===== src/inc/guard_defs.svh =====
// Offsets, field positions, reset values and sizes for the code segment write guard
`ifndef GUARD_DEFS_SVH
`define GUARD_DEFS_SVH

// Program memory word address and 512-word page geometry
`define ADDR_W 15
`define PAGE_WORDS 512
`define PAGE_LSB 9
`define PAGE_MSB 14
`define PAGE_W 6
// Index of the last implemented page; plain default, set per memory size
`define LAST_PAGE 6'h3F

// Configuration word layout
`define CFG_W 11
`define CFG_PAGE_MSB 5
`define CFG_DIR_BIT 6
`define CFG_LASTN_BIT 7
`define CFG_DIS_BIT 8
`define CFG_GWP_BIT 9
`define CFG_CODE_PROT_BIT 10
// Erased flash reads all ones: global write protect set, every page protected
`define CFG_RST 11'h7FF

// AXI4-Lite register map, byte addresses
`define AXI_AW 5
`define OFS_CONFIG 5'h00
`define OFS_STATUS 5'h04
`define OFS_MASK 5'h08
`define OFS_BLOCK_ADDR 5'h0C
`define OFS_CTRL 5'h10

// Status, mask and control bit positions
`define EVT_W 2
`define EVT_BLOCKED 0
`define EVT_PARITY 1
`define CTRL_RELOAD 0

// AXI response codes
`define RESP_OKAY 2'h0
`define RESP_DECERR 2'h3

`endif


===== src/inc/guard_pkg.sv =====
// Types shared by the code segment write guard and its configuration store
`include "guard_defs.svh"

package guard_pkg;

  typedef enum logic [0:0] {
    WR_COLLECT = 1'b0,
    WR_RESP = 1'b1
  } wr_state_t;

  typedef enum logic [0:0] {
    RD_IDLE = 1'b0,
    RD_DATA = 1'b1
  } rd_state_t;

  // Same bit order as the configuration word
  typedef struct packed {
    logic global_code_protect;
    logic gwp;
    logic dis;
    logic last_n;
    logic dir;
    logic [`PAGE_W-1:0] page;
  } cfg_t;

  typedef struct packed {
    logic [`CFG_W-1:0] live;
    logic [`CFG_W-1:0] shadow;
    logic mismatch;
  } shadow_state_t;

  typedef struct packed {
    wr_state_t wr;
    logic awready;
    logic wready;
    logic bvalid;
    logic [1:0] bresp;
    logic aw_held;
    logic w_held;
    logic [`AXI_AW-1:0] waddr;
    logic [31:0] wdata;
    logic [3:0] wstrb;
    rd_state_t rd;
    logic arready;
    logic rvalid;
    logic [31:0] rdata;
    logic [1:0] rresp;
    logic [`EVT_W-1:0] status;
    logic [`EVT_W-1:0] mask;
    logic irq;
    logic [`ADDR_W-1:0] block_addr;
    logic loaded;
    logic load_pulse;
    logic reload_req;
    logic resp_valid;
    logic resp_blocked;
    logic interlock;
    logic reset_req;
  } guard_state_t;

endpackage : guard_pkg


===== src/rtl/code_segment_write_guard.sv =====
// Write and erase guard for program flash with configuration integrity check
`timescale 1ns/1ps
`include "guard_defs.svh"

module code_segment_write_guard (
  input wire logic clk, // System clock, 200 MHz
  input wire logic rst, // Synchronous reset, active high
  input wire logic [`AXI_AW-1:0] s_axi_awaddr, // Write address
  input wire logic s_axi_awvalid, // Write address valid
  output logic s_axi_awready, // Write address ready
  input wire logic [31:0] s_axi_wdata, // Write data
  input wire logic [3:0] s_axi_wstrb, // Write byte strobes
  input wire logic s_axi_wvalid, // Write data valid
  output logic s_axi_wready, // Write data ready
  output logic [1:0] s_axi_bresp, // Write response
  output logic s_axi_bvalid, // Write response valid
  input wire logic s_axi_bready, // Write response ready
  input wire logic [`AXI_AW-1:0] s_axi_araddr, // Read address
  input wire logic s_axi_arvalid, // Read address valid
  output logic s_axi_arready, // Read address ready
  output logic [31:0] s_axi_rdata, // Read data
  output logic [1:0] s_axi_rresp, // Read response
  output logic s_axi_rvalid, // Read data valid
  input wire logic s_axi_rready, // Read data ready
  input wire logic req_valid, // Write or erase request, one cycle
  input wire logic [`ADDR_W-1:0] req_addr, // Target word address
  input wire logic req_erase, // Request is an erase
  input wire logic [`CFG_W-1:0] cfg_word, // Configuration word from flash
  input wire logic cfg_load, // Reload configuration from flash
  input wire logic [`CFG_W-1:0] cell_upset, // Disturbance on config cells
  output logic resp_valid, // Check result valid, one cycle
  output logic resp_blocked, // Request refused
  output logic interlock_enable, // Safety interlock released, one cycle
  output logic irq, // Level interrupt
  output logic device_reset_req // Device reset after parity error
);

  guard_pkg::guard_state_t st;
  guard_pkg::guard_state_t next_st;
  guard_pkg::cfg_t cfg;
  logic [`CFG_W-1:0] cfg_bits;
  logic mismatch;

  // Page index of a word address
  function automatic logic [`PAGE_W-1:0] page_of(input logic [`ADDR_W-1:0] a);
    page_of = a[`PAGE_MSB:`PAGE_LSB];
  endfunction : page_of

  // Whether any protection covers a page
  function automatic logic guarded(input logic [`PAGE_W-1:0] pg, input guard_pkg::cfg_t c);
    logic seg;
    logic last;
    logic glob;
    seg = 1'b0;
    if (!c.dis) begin
      if (c.dir) begin
        seg = (pg >= c.page);
      end else begin
        seg = (pg <= c.page);
      end
    end
    last = !c.last_n && (pg == `LAST_PAGE);
    // Config source words sit in the last page
    glob = c.gwp || (c.global_code_protect && (pg == `LAST_PAGE));
    guarded = seg || last || glob;
  endfunction : guarded

  // Live configuration and its complemented shadow
  config_shadow_store u_store (
    .clk(clk),
    .rst(rst),
    .load(st.load_pulse),
    .load_value(cfg_word),
    .cell_upset(cell_upset),
    .live(cfg_bits),
    .mismatch(mismatch)
  );

  assign cfg = guard_pkg::cfg_t'(cfg_bits);

  // Next state of the whole block
  always_comb begin
    logic [`EVT_W-1:0] evt;
    logic [`EVT_W-1:0] clr;
    logic hit;
    evt = '0;
    clr = '0;
    hit = 1'b0;
    next_st = st;
    next_st.load_pulse = 1'b0;
    next_st.resp_valid = 1'b0;
    next_st.interlock = 1'b0;

    // First load right after reset, later on request
    if (!st.loaded || cfg_load || st.reload_req) begin
      next_st.load_pulse = 1'b1;
      next_st.loaded = 1'b1;
      next_st.reload_req = 1'b0;
    end

    // Check decided before the operation may start
    if (req_valid) begin
      hit = guarded(page_of(req_addr), cfg);
      next_st.resp_valid = 1'b1;
      next_st.resp_blocked = hit;
      next_st.interlock = !hit;
      if (hit) begin
        next_st.block_addr = req_addr;
        evt[`EVT_BLOCKED] = 1'b1;
      end
    end

    // Parity error holds the reset request until the device resets
    if (mismatch) begin
      evt[`EVT_PARITY] = 1'b1;
      next_st.reset_req = 1'b1;
    end

    // Write address and data taken in either order
    if (st.awready && s_axi_awvalid) begin
      next_st.aw_held = 1'b1;
      next_st.waddr = s_axi_awaddr;
    end
    if (st.wready && s_axi_wvalid) begin
      next_st.w_held = 1'b1;
      next_st.wdata = s_axi_wdata;
      next_st.wstrb = s_axi_wstrb;
    end

    // Write side
    unique case (st.wr)
      guard_pkg::WR_COLLECT: begin
        if (st.aw_held && st.w_held) begin
          next_st.aw_held = 1'b0;
          next_st.w_held = 1'b0;
          next_st.bvalid = 1'b1;
          next_st.bresp = `RESP_OKAY;
          next_st.wr = guard_pkg::WR_RESP;
          unique case ({st.waddr[`AXI_AW-1:2], 2'b00})
            `OFS_CONFIG, `OFS_BLOCK_ADDR: begin
              next_st.bresp = `RESP_OKAY;
            end
            `OFS_STATUS: begin
              if (st.wstrb[0]) begin
                clr = st.wdata[`EVT_W-1:0];
              end
            end
            `OFS_MASK: begin
              if (st.wstrb[0]) begin
                next_st.mask = st.wdata[`EVT_W-1:0];
              end
            end
            `OFS_CTRL: begin
              if (st.wstrb[0] && st.wdata[`CTRL_RELOAD]) begin
                next_st.reload_req = 1'b1;
              end
            end
            default: begin
              next_st.bresp = `RESP_DECERR;
            end
          endcase
        end
      end
      guard_pkg::WR_RESP: begin
        if (s_axi_bready) begin
          next_st.bvalid = 1'b0;
          next_st.wr = guard_pkg::WR_COLLECT;
        end
      end
    endcase
    // No new address or data until the response is taken
    next_st.awready = !next_st.aw_held && (next_st.wr == guard_pkg::WR_COLLECT);
    next_st.wready = !next_st.w_held && (next_st.wr == guard_pkg::WR_COLLECT);

    // Read side
    unique case (st.rd)
      guard_pkg::RD_IDLE: begin
        if (st.arready && s_axi_arvalid) begin
          next_st.arready = 1'b0;
          next_st.rvalid = 1'b1;
          next_st.rdata = '0;
          next_st.rresp = `RESP_OKAY;
          next_st.rd = guard_pkg::RD_DATA;
          unique case ({s_axi_araddr[`AXI_AW-1:2], 2'b00})
            `OFS_CONFIG: next_st.rdata[`CFG_W-1:0] = cfg_bits;
            `OFS_STATUS: next_st.rdata[`EVT_W-1:0] = st.status;
            `OFS_MASK: next_st.rdata[`EVT_W-1:0] = st.mask;
            `OFS_BLOCK_ADDR: next_st.rdata[`ADDR_W-1:0] = st.block_addr;
            `OFS_CTRL: next_st.rdata = '0;
            default: next_st.rresp = `RESP_DECERR;
          endcase
        end
      end
      guard_pkg::RD_DATA: begin
        if (s_axi_rready) begin
          next_st.rvalid = 1'b0;
          next_st.arready = 1'b1;
          next_st.rd = guard_pkg::RD_IDLE;
        end
      end
    endcase

    // An event in the clearing cycle stays set
    next_st.status = (st.status & ~clr) | evt;
    next_st.irq = |(next_st.status & next_st.mask);
  end

  always_ff @(posedge clk) begin
    if (rst) begin
      st <= '0;
      st.awready <= 1'b1;
      st.wready <= 1'b1;
      st.arready <= 1'b1;
    end else begin
      st <= next_st;
    end
  end

  // Outputs straight from flops
  assign s_axi_awready = st.awready;
  assign s_axi_wready = st.wready;
  assign s_axi_bvalid = st.bvalid;
  assign s_axi_bresp = st.bresp;
  assign s_axi_arready = st.arready;
  assign s_axi_rvalid = st.rvalid;
  assign s_axi_rdata = st.rdata;
  assign s_axi_rresp = st.rresp;
  assign resp_valid = st.resp_valid;
  assign resp_blocked = st.resp_blocked;
  assign interlock_enable = st.interlock;
  assign irq = st.irq;
  assign device_reset_req = st.reset_req;
endmodule : code_segment_write_guard


===== src/rtl/config_shadow_store.sv =====
// Live configuration bits with a complemented shadow copy and mismatch flag
`timescale 1ns/1ps
`include "guard_defs.svh"

module config_shadow_store (
  input wire logic clk, // System clock
  input wire logic rst, // Synchronous reset, active high
  input wire logic load, // Load pulse from the flash word
  input wire logic [`CFG_W-1:0] load_value, // Configuration word from flash
  input wire logic [`CFG_W-1:0] cell_upset, // Bit flips on live cells
  output logic [`CFG_W-1:0] live, // Live configuration bits
  output logic mismatch // Live and shadow disagree
);

  guard_pkg::shadow_state_t st;
  guard_pkg::shadow_state_t next_st;

  // Load both copies together; upsets only touch the live cells
  always_comb begin
    next_st = st;
    if (load) begin
      next_st.live = load_value;
      next_st.shadow = ~load_value;
    end else begin
      next_st.live = st.live ^ cell_upset;
    end
    // Compared every cycle, not only at load
    next_st.mismatch = (st.live != ~st.shadow);
  end

  always_ff @(posedge clk) begin
    if (rst) begin
      st.live <= `CFG_RST;
      st.shadow <= ~`CFG_RST;
      st.mismatch <= 1'b0;
    end else begin
      st <= next_st;
    end
  end

  assign live = st.live;
  assign mismatch = st.mismatch;

endmodule : config_shadow_store


===== config.mk =====
export PLATFORM = sky130hd
export DESIGN_NAME = code_segment_write_guard
export DESIGN_NICKNAME = d
export VERILOG_FILES = /design/src/inc/guard_pkg.sv /design/src/rtl/code_segment_write_guard.sv /design/src/rtl/config_shadow_store.sv
export VERILOG_INCLUDE_DIRS = /design/src /design/src/inc
export SDC_FILE = /design/constraint.sdc
export NUM_CORES = 1
export LEC_CHECK = 0
export CAP_MARGIN = 20
export CELL_PAD_IN_SITES_DETAIL_PLACEMENT = 0
export CELL_PAD_IN_SITES_GLOBAL_PLACEMENT = 2
export CORE_UTILIZATION = 41
export CTS_BUF_LIST = sky130_fd_sc_hd__clkbuf_4
export CTS_CLUSTER_SIZE = 20
export DETAILED_ROUTE_END_ITERATION = 12
export DONT_BUFFER_PORTS = 1
export PLACE_DENSITY = 0.9
export SLEW_MARGIN = 10
export SYNTH_ARGS = -nofsm -noshare
export SYNTH_HDL_FRONTEND = slang
export SYNTH_HIERARCHICAL = 1
export SYNTH_SLANG_ARGS = --single-unit

===== constraint.sdc =====
create_clock -name clk -period 3.9 [get_ports clk]
set_input_delay 0.195 -clock clk [delete_from_list [all_inputs] [get_ports clk]]
set_output_delay 0.195 -clock clk [all_outputs]
set_load 0.005 [all_outputs]

==> results_dict.tcl <==
set metrics [dict create \
    io_pins 139 \
    initial_utilization 0.431 \
    synth_top_family_by_area "simple AND/OR/NAND/NOR gates" \
    synth_xor_area_frac 0.0503 \
    final_cell_mix "82 x dfxtp_1, 51 x dlygate4sd3_1, 43 x nand2_1, 39 x nor2_1, 28 x mux2i_1" \
    peakVddDrop_mv 0.188 \
    utilization 0.476 \
    dieWidth_um 98.7 \
    drive_above_1_share 0.0782 \
    finClkSkew_ns 0.0160 \
    drtIter0Drc 115 \
    synth_simple_gate_area_frac 0.157 \
    hold_violations 0 \
    io_buffer_count 0 \
    reg2regPathDepth 9 \
    final.setup.tns_ns 0 \
    clk_pin_slew_ns 0.12 \
    synthAdderAreaFrac 0.0196 \
    place_inst 462 \
    yosysUniqueCellTypes 48 \
    postRouteAntennaNets 0 \
    seq_area_um2 1640 \
    critical_path_class "flop to flop" \
    min_path_type "input port to flop" \
    area.growth.synth_to_final_pct 10.3 \
    grt_max_degree 59 \
    post_cts_resized 0 \
    num_rows 34 \
    core_area_um2 8890 \
    syn_avg_cell_area_um2 9.58 \
    routed-via-count 2745 \
    setup.worst_path.start_class "flop" \
    report.final.slew_viol_count 0 \
    h-tree-depth 3 \
    fin_cells 530 \
    whs_ns 0.0388 \
    cts_buffers 9 \
    finalSetupViolCount 0 \
    grt_util_all_layers 0.178 \
    die_area_um2 9740 \
    fmax_mhz 344 \
    gp_congestion 0.762 \
    fillers 856 \
    fp.dieH_um 98.7 \
    layout_commonest_cell "dfxtp_1" \
    maxCapViolations 0 \
    cp_data_required_time_ns 4.24 \
    ys_seq_area_frac 0.428 \
    worst_pin_slew_ns 1.00 \
    multi_input_area_um2 1730 \
    ys_async_sr_fraction 0 \
    ctsHoldBuffers 52 \
    fin_crit_sh 0.745 \
    clk_path_buf_depth 2 \
    syn_inst 400 \
    postCtsSetupRepairBufs 0 \
    dp_slack_ns 1.02 \
    clk_latency_ns 0.42 \
    rsz0062_at_grt "no" \
    vias_per_cell 5.18 \
    relSlewSlack 0.327 \
    arrival_ns 3.25 \
    synth_flop_cell "dfxtp_1" \
    endpoint_kind "flop" \
    antenna_found_initial 0 \
    drc 0 \
    setup_ws_ns 0.993 \
    cts_sinks 82 \
    min_period_ns 2.91 \
    cts_root_buf "clkbuf_4" \
    avgRoutedWirePerCell_um 15.3 \
    synth_compound_area_frac 0.121 \
    synthMuxAreaShare 0.0849 \
    ys_ff_latch 82 \
    routed_wirelength_mm 8.13 \
    nets 516 \
    leakage_nw 1.69 \
    drt_pre_antenna_iters 4 \
    status "finished, final reports clean" \
    hold_depth 2 \
    synth_edf_count 0 \
    hpwl_mm 5.42 \
    antenna_cells 0 \
    grt_pass1_vias 2767 \
    power_density_nw_per_um2 397 \
    grt_overflow 0 \
    critPathMaxFanout 13 \
    yosys_warnings 6 \
    grt_pass1_wl_mm 13.5 \
    synth.cell_area_um2 3830 \
    cts_tree "built" \
]
area by class of cell:
type | count | area share
multi-input combinational | 260 | 0.408
inverter | 9 | 0.00799
clock inverter | 6 | 0.0136
clock buffer | 10 | 0.0178
tap | 108 | 0.0320
timing repair buffer | 55 | 0.133
sequential | 82 | 0.388
kinds of logic (layout without fill, tap and decap cells):
logic type	Yosys count	in the layout
buf+inv	74	80
other cells	1	17
mux	30	30
flops	82	82
simple gates	127	127
fa+ha+maj	6	6
compound gates	58	58
xor+xnor	22	22
path summary, 6_finish.rpt:
kind                                      start               end  slack, ns
worst max-delay path            u_store/live[1]            st[20]       0.99
worst min-delay path               req_addr[13]  interlock_enable       0.04
worst max register to register  u_store/live[1]            st[20]       0.99
worst min register to register            st[6]             st[5]       0.42
Yosys cell counts (all sizes together), types with 4 or more instances:
library cell | number | share of area
ha | 6 | 0.020
buf | 56 | 0.12
a211oi | 11 | 0.036
xor2 | 11 | 0.025
nand3 | 8 | 0.010
nor2b | 4 | 0.0065
xnor2 | 11 | 0.025
clkbuf | 9 | 0.0088
nand2 | 43 | 0.042
a222oi | 9 | 0.024
nor4 | 4 | 0.0082
nand2b | 14 | 0.023
a21oi | 18 | 0.024
a22oi | 6 | 0.012
mux2i | 28 | 0.073
inv | 7 | 0.0069
o21a | 4 | 0.0078
nor3 | 4 | 0.0052
dfxtp | 82 | 0.43
nor2 | 39 | 0.038
per-stage QoR:
stage / power, mW / area [um2]
2_1_floorplan: 1.16 / 3890
3_3_place_gp: 1.15 / 3560
3_5_place_dp: 1.16 / 3560
4_1_cts: 1.70 / 4230
5_1_grt: 1.78 / 4230
6_report: 1.68 / 4230
power breakdown:
group	switching (mW)	internal, mW	total (mW)
logic	0.118	0.130	0.248
clock network	0.285	0.198	0.483
registers	0.0532	0.894	0.947
state kept, by name (all words and copies together), names as in the netlist, 11 cells and up:
name and flops:
st 32, s_axi_rdata 15, u_store/live 11, u_store/st 11
layer usage:
layer,vias up,global-route usage,routed length (um)
met5,-,0,0
met4,0,0.0712,143
met3,14,0.0447,443
met2,78,0.279,3610
met1,1299,0.234,3930
li1,1354,-,-
critical path, stage by stage (launching register included):
cell     delay [ns]
dfxtp_1        0.49
inv_1          0.09
ha_1           0.29
nor2b_1        0.13
o21a_1         0.17
or4_1          0.50
a31oi_1        0.28
o21a_1         0.34
buf_4          0.33
mux2i_1        0.21
Power figures use the tool's default switching activity.
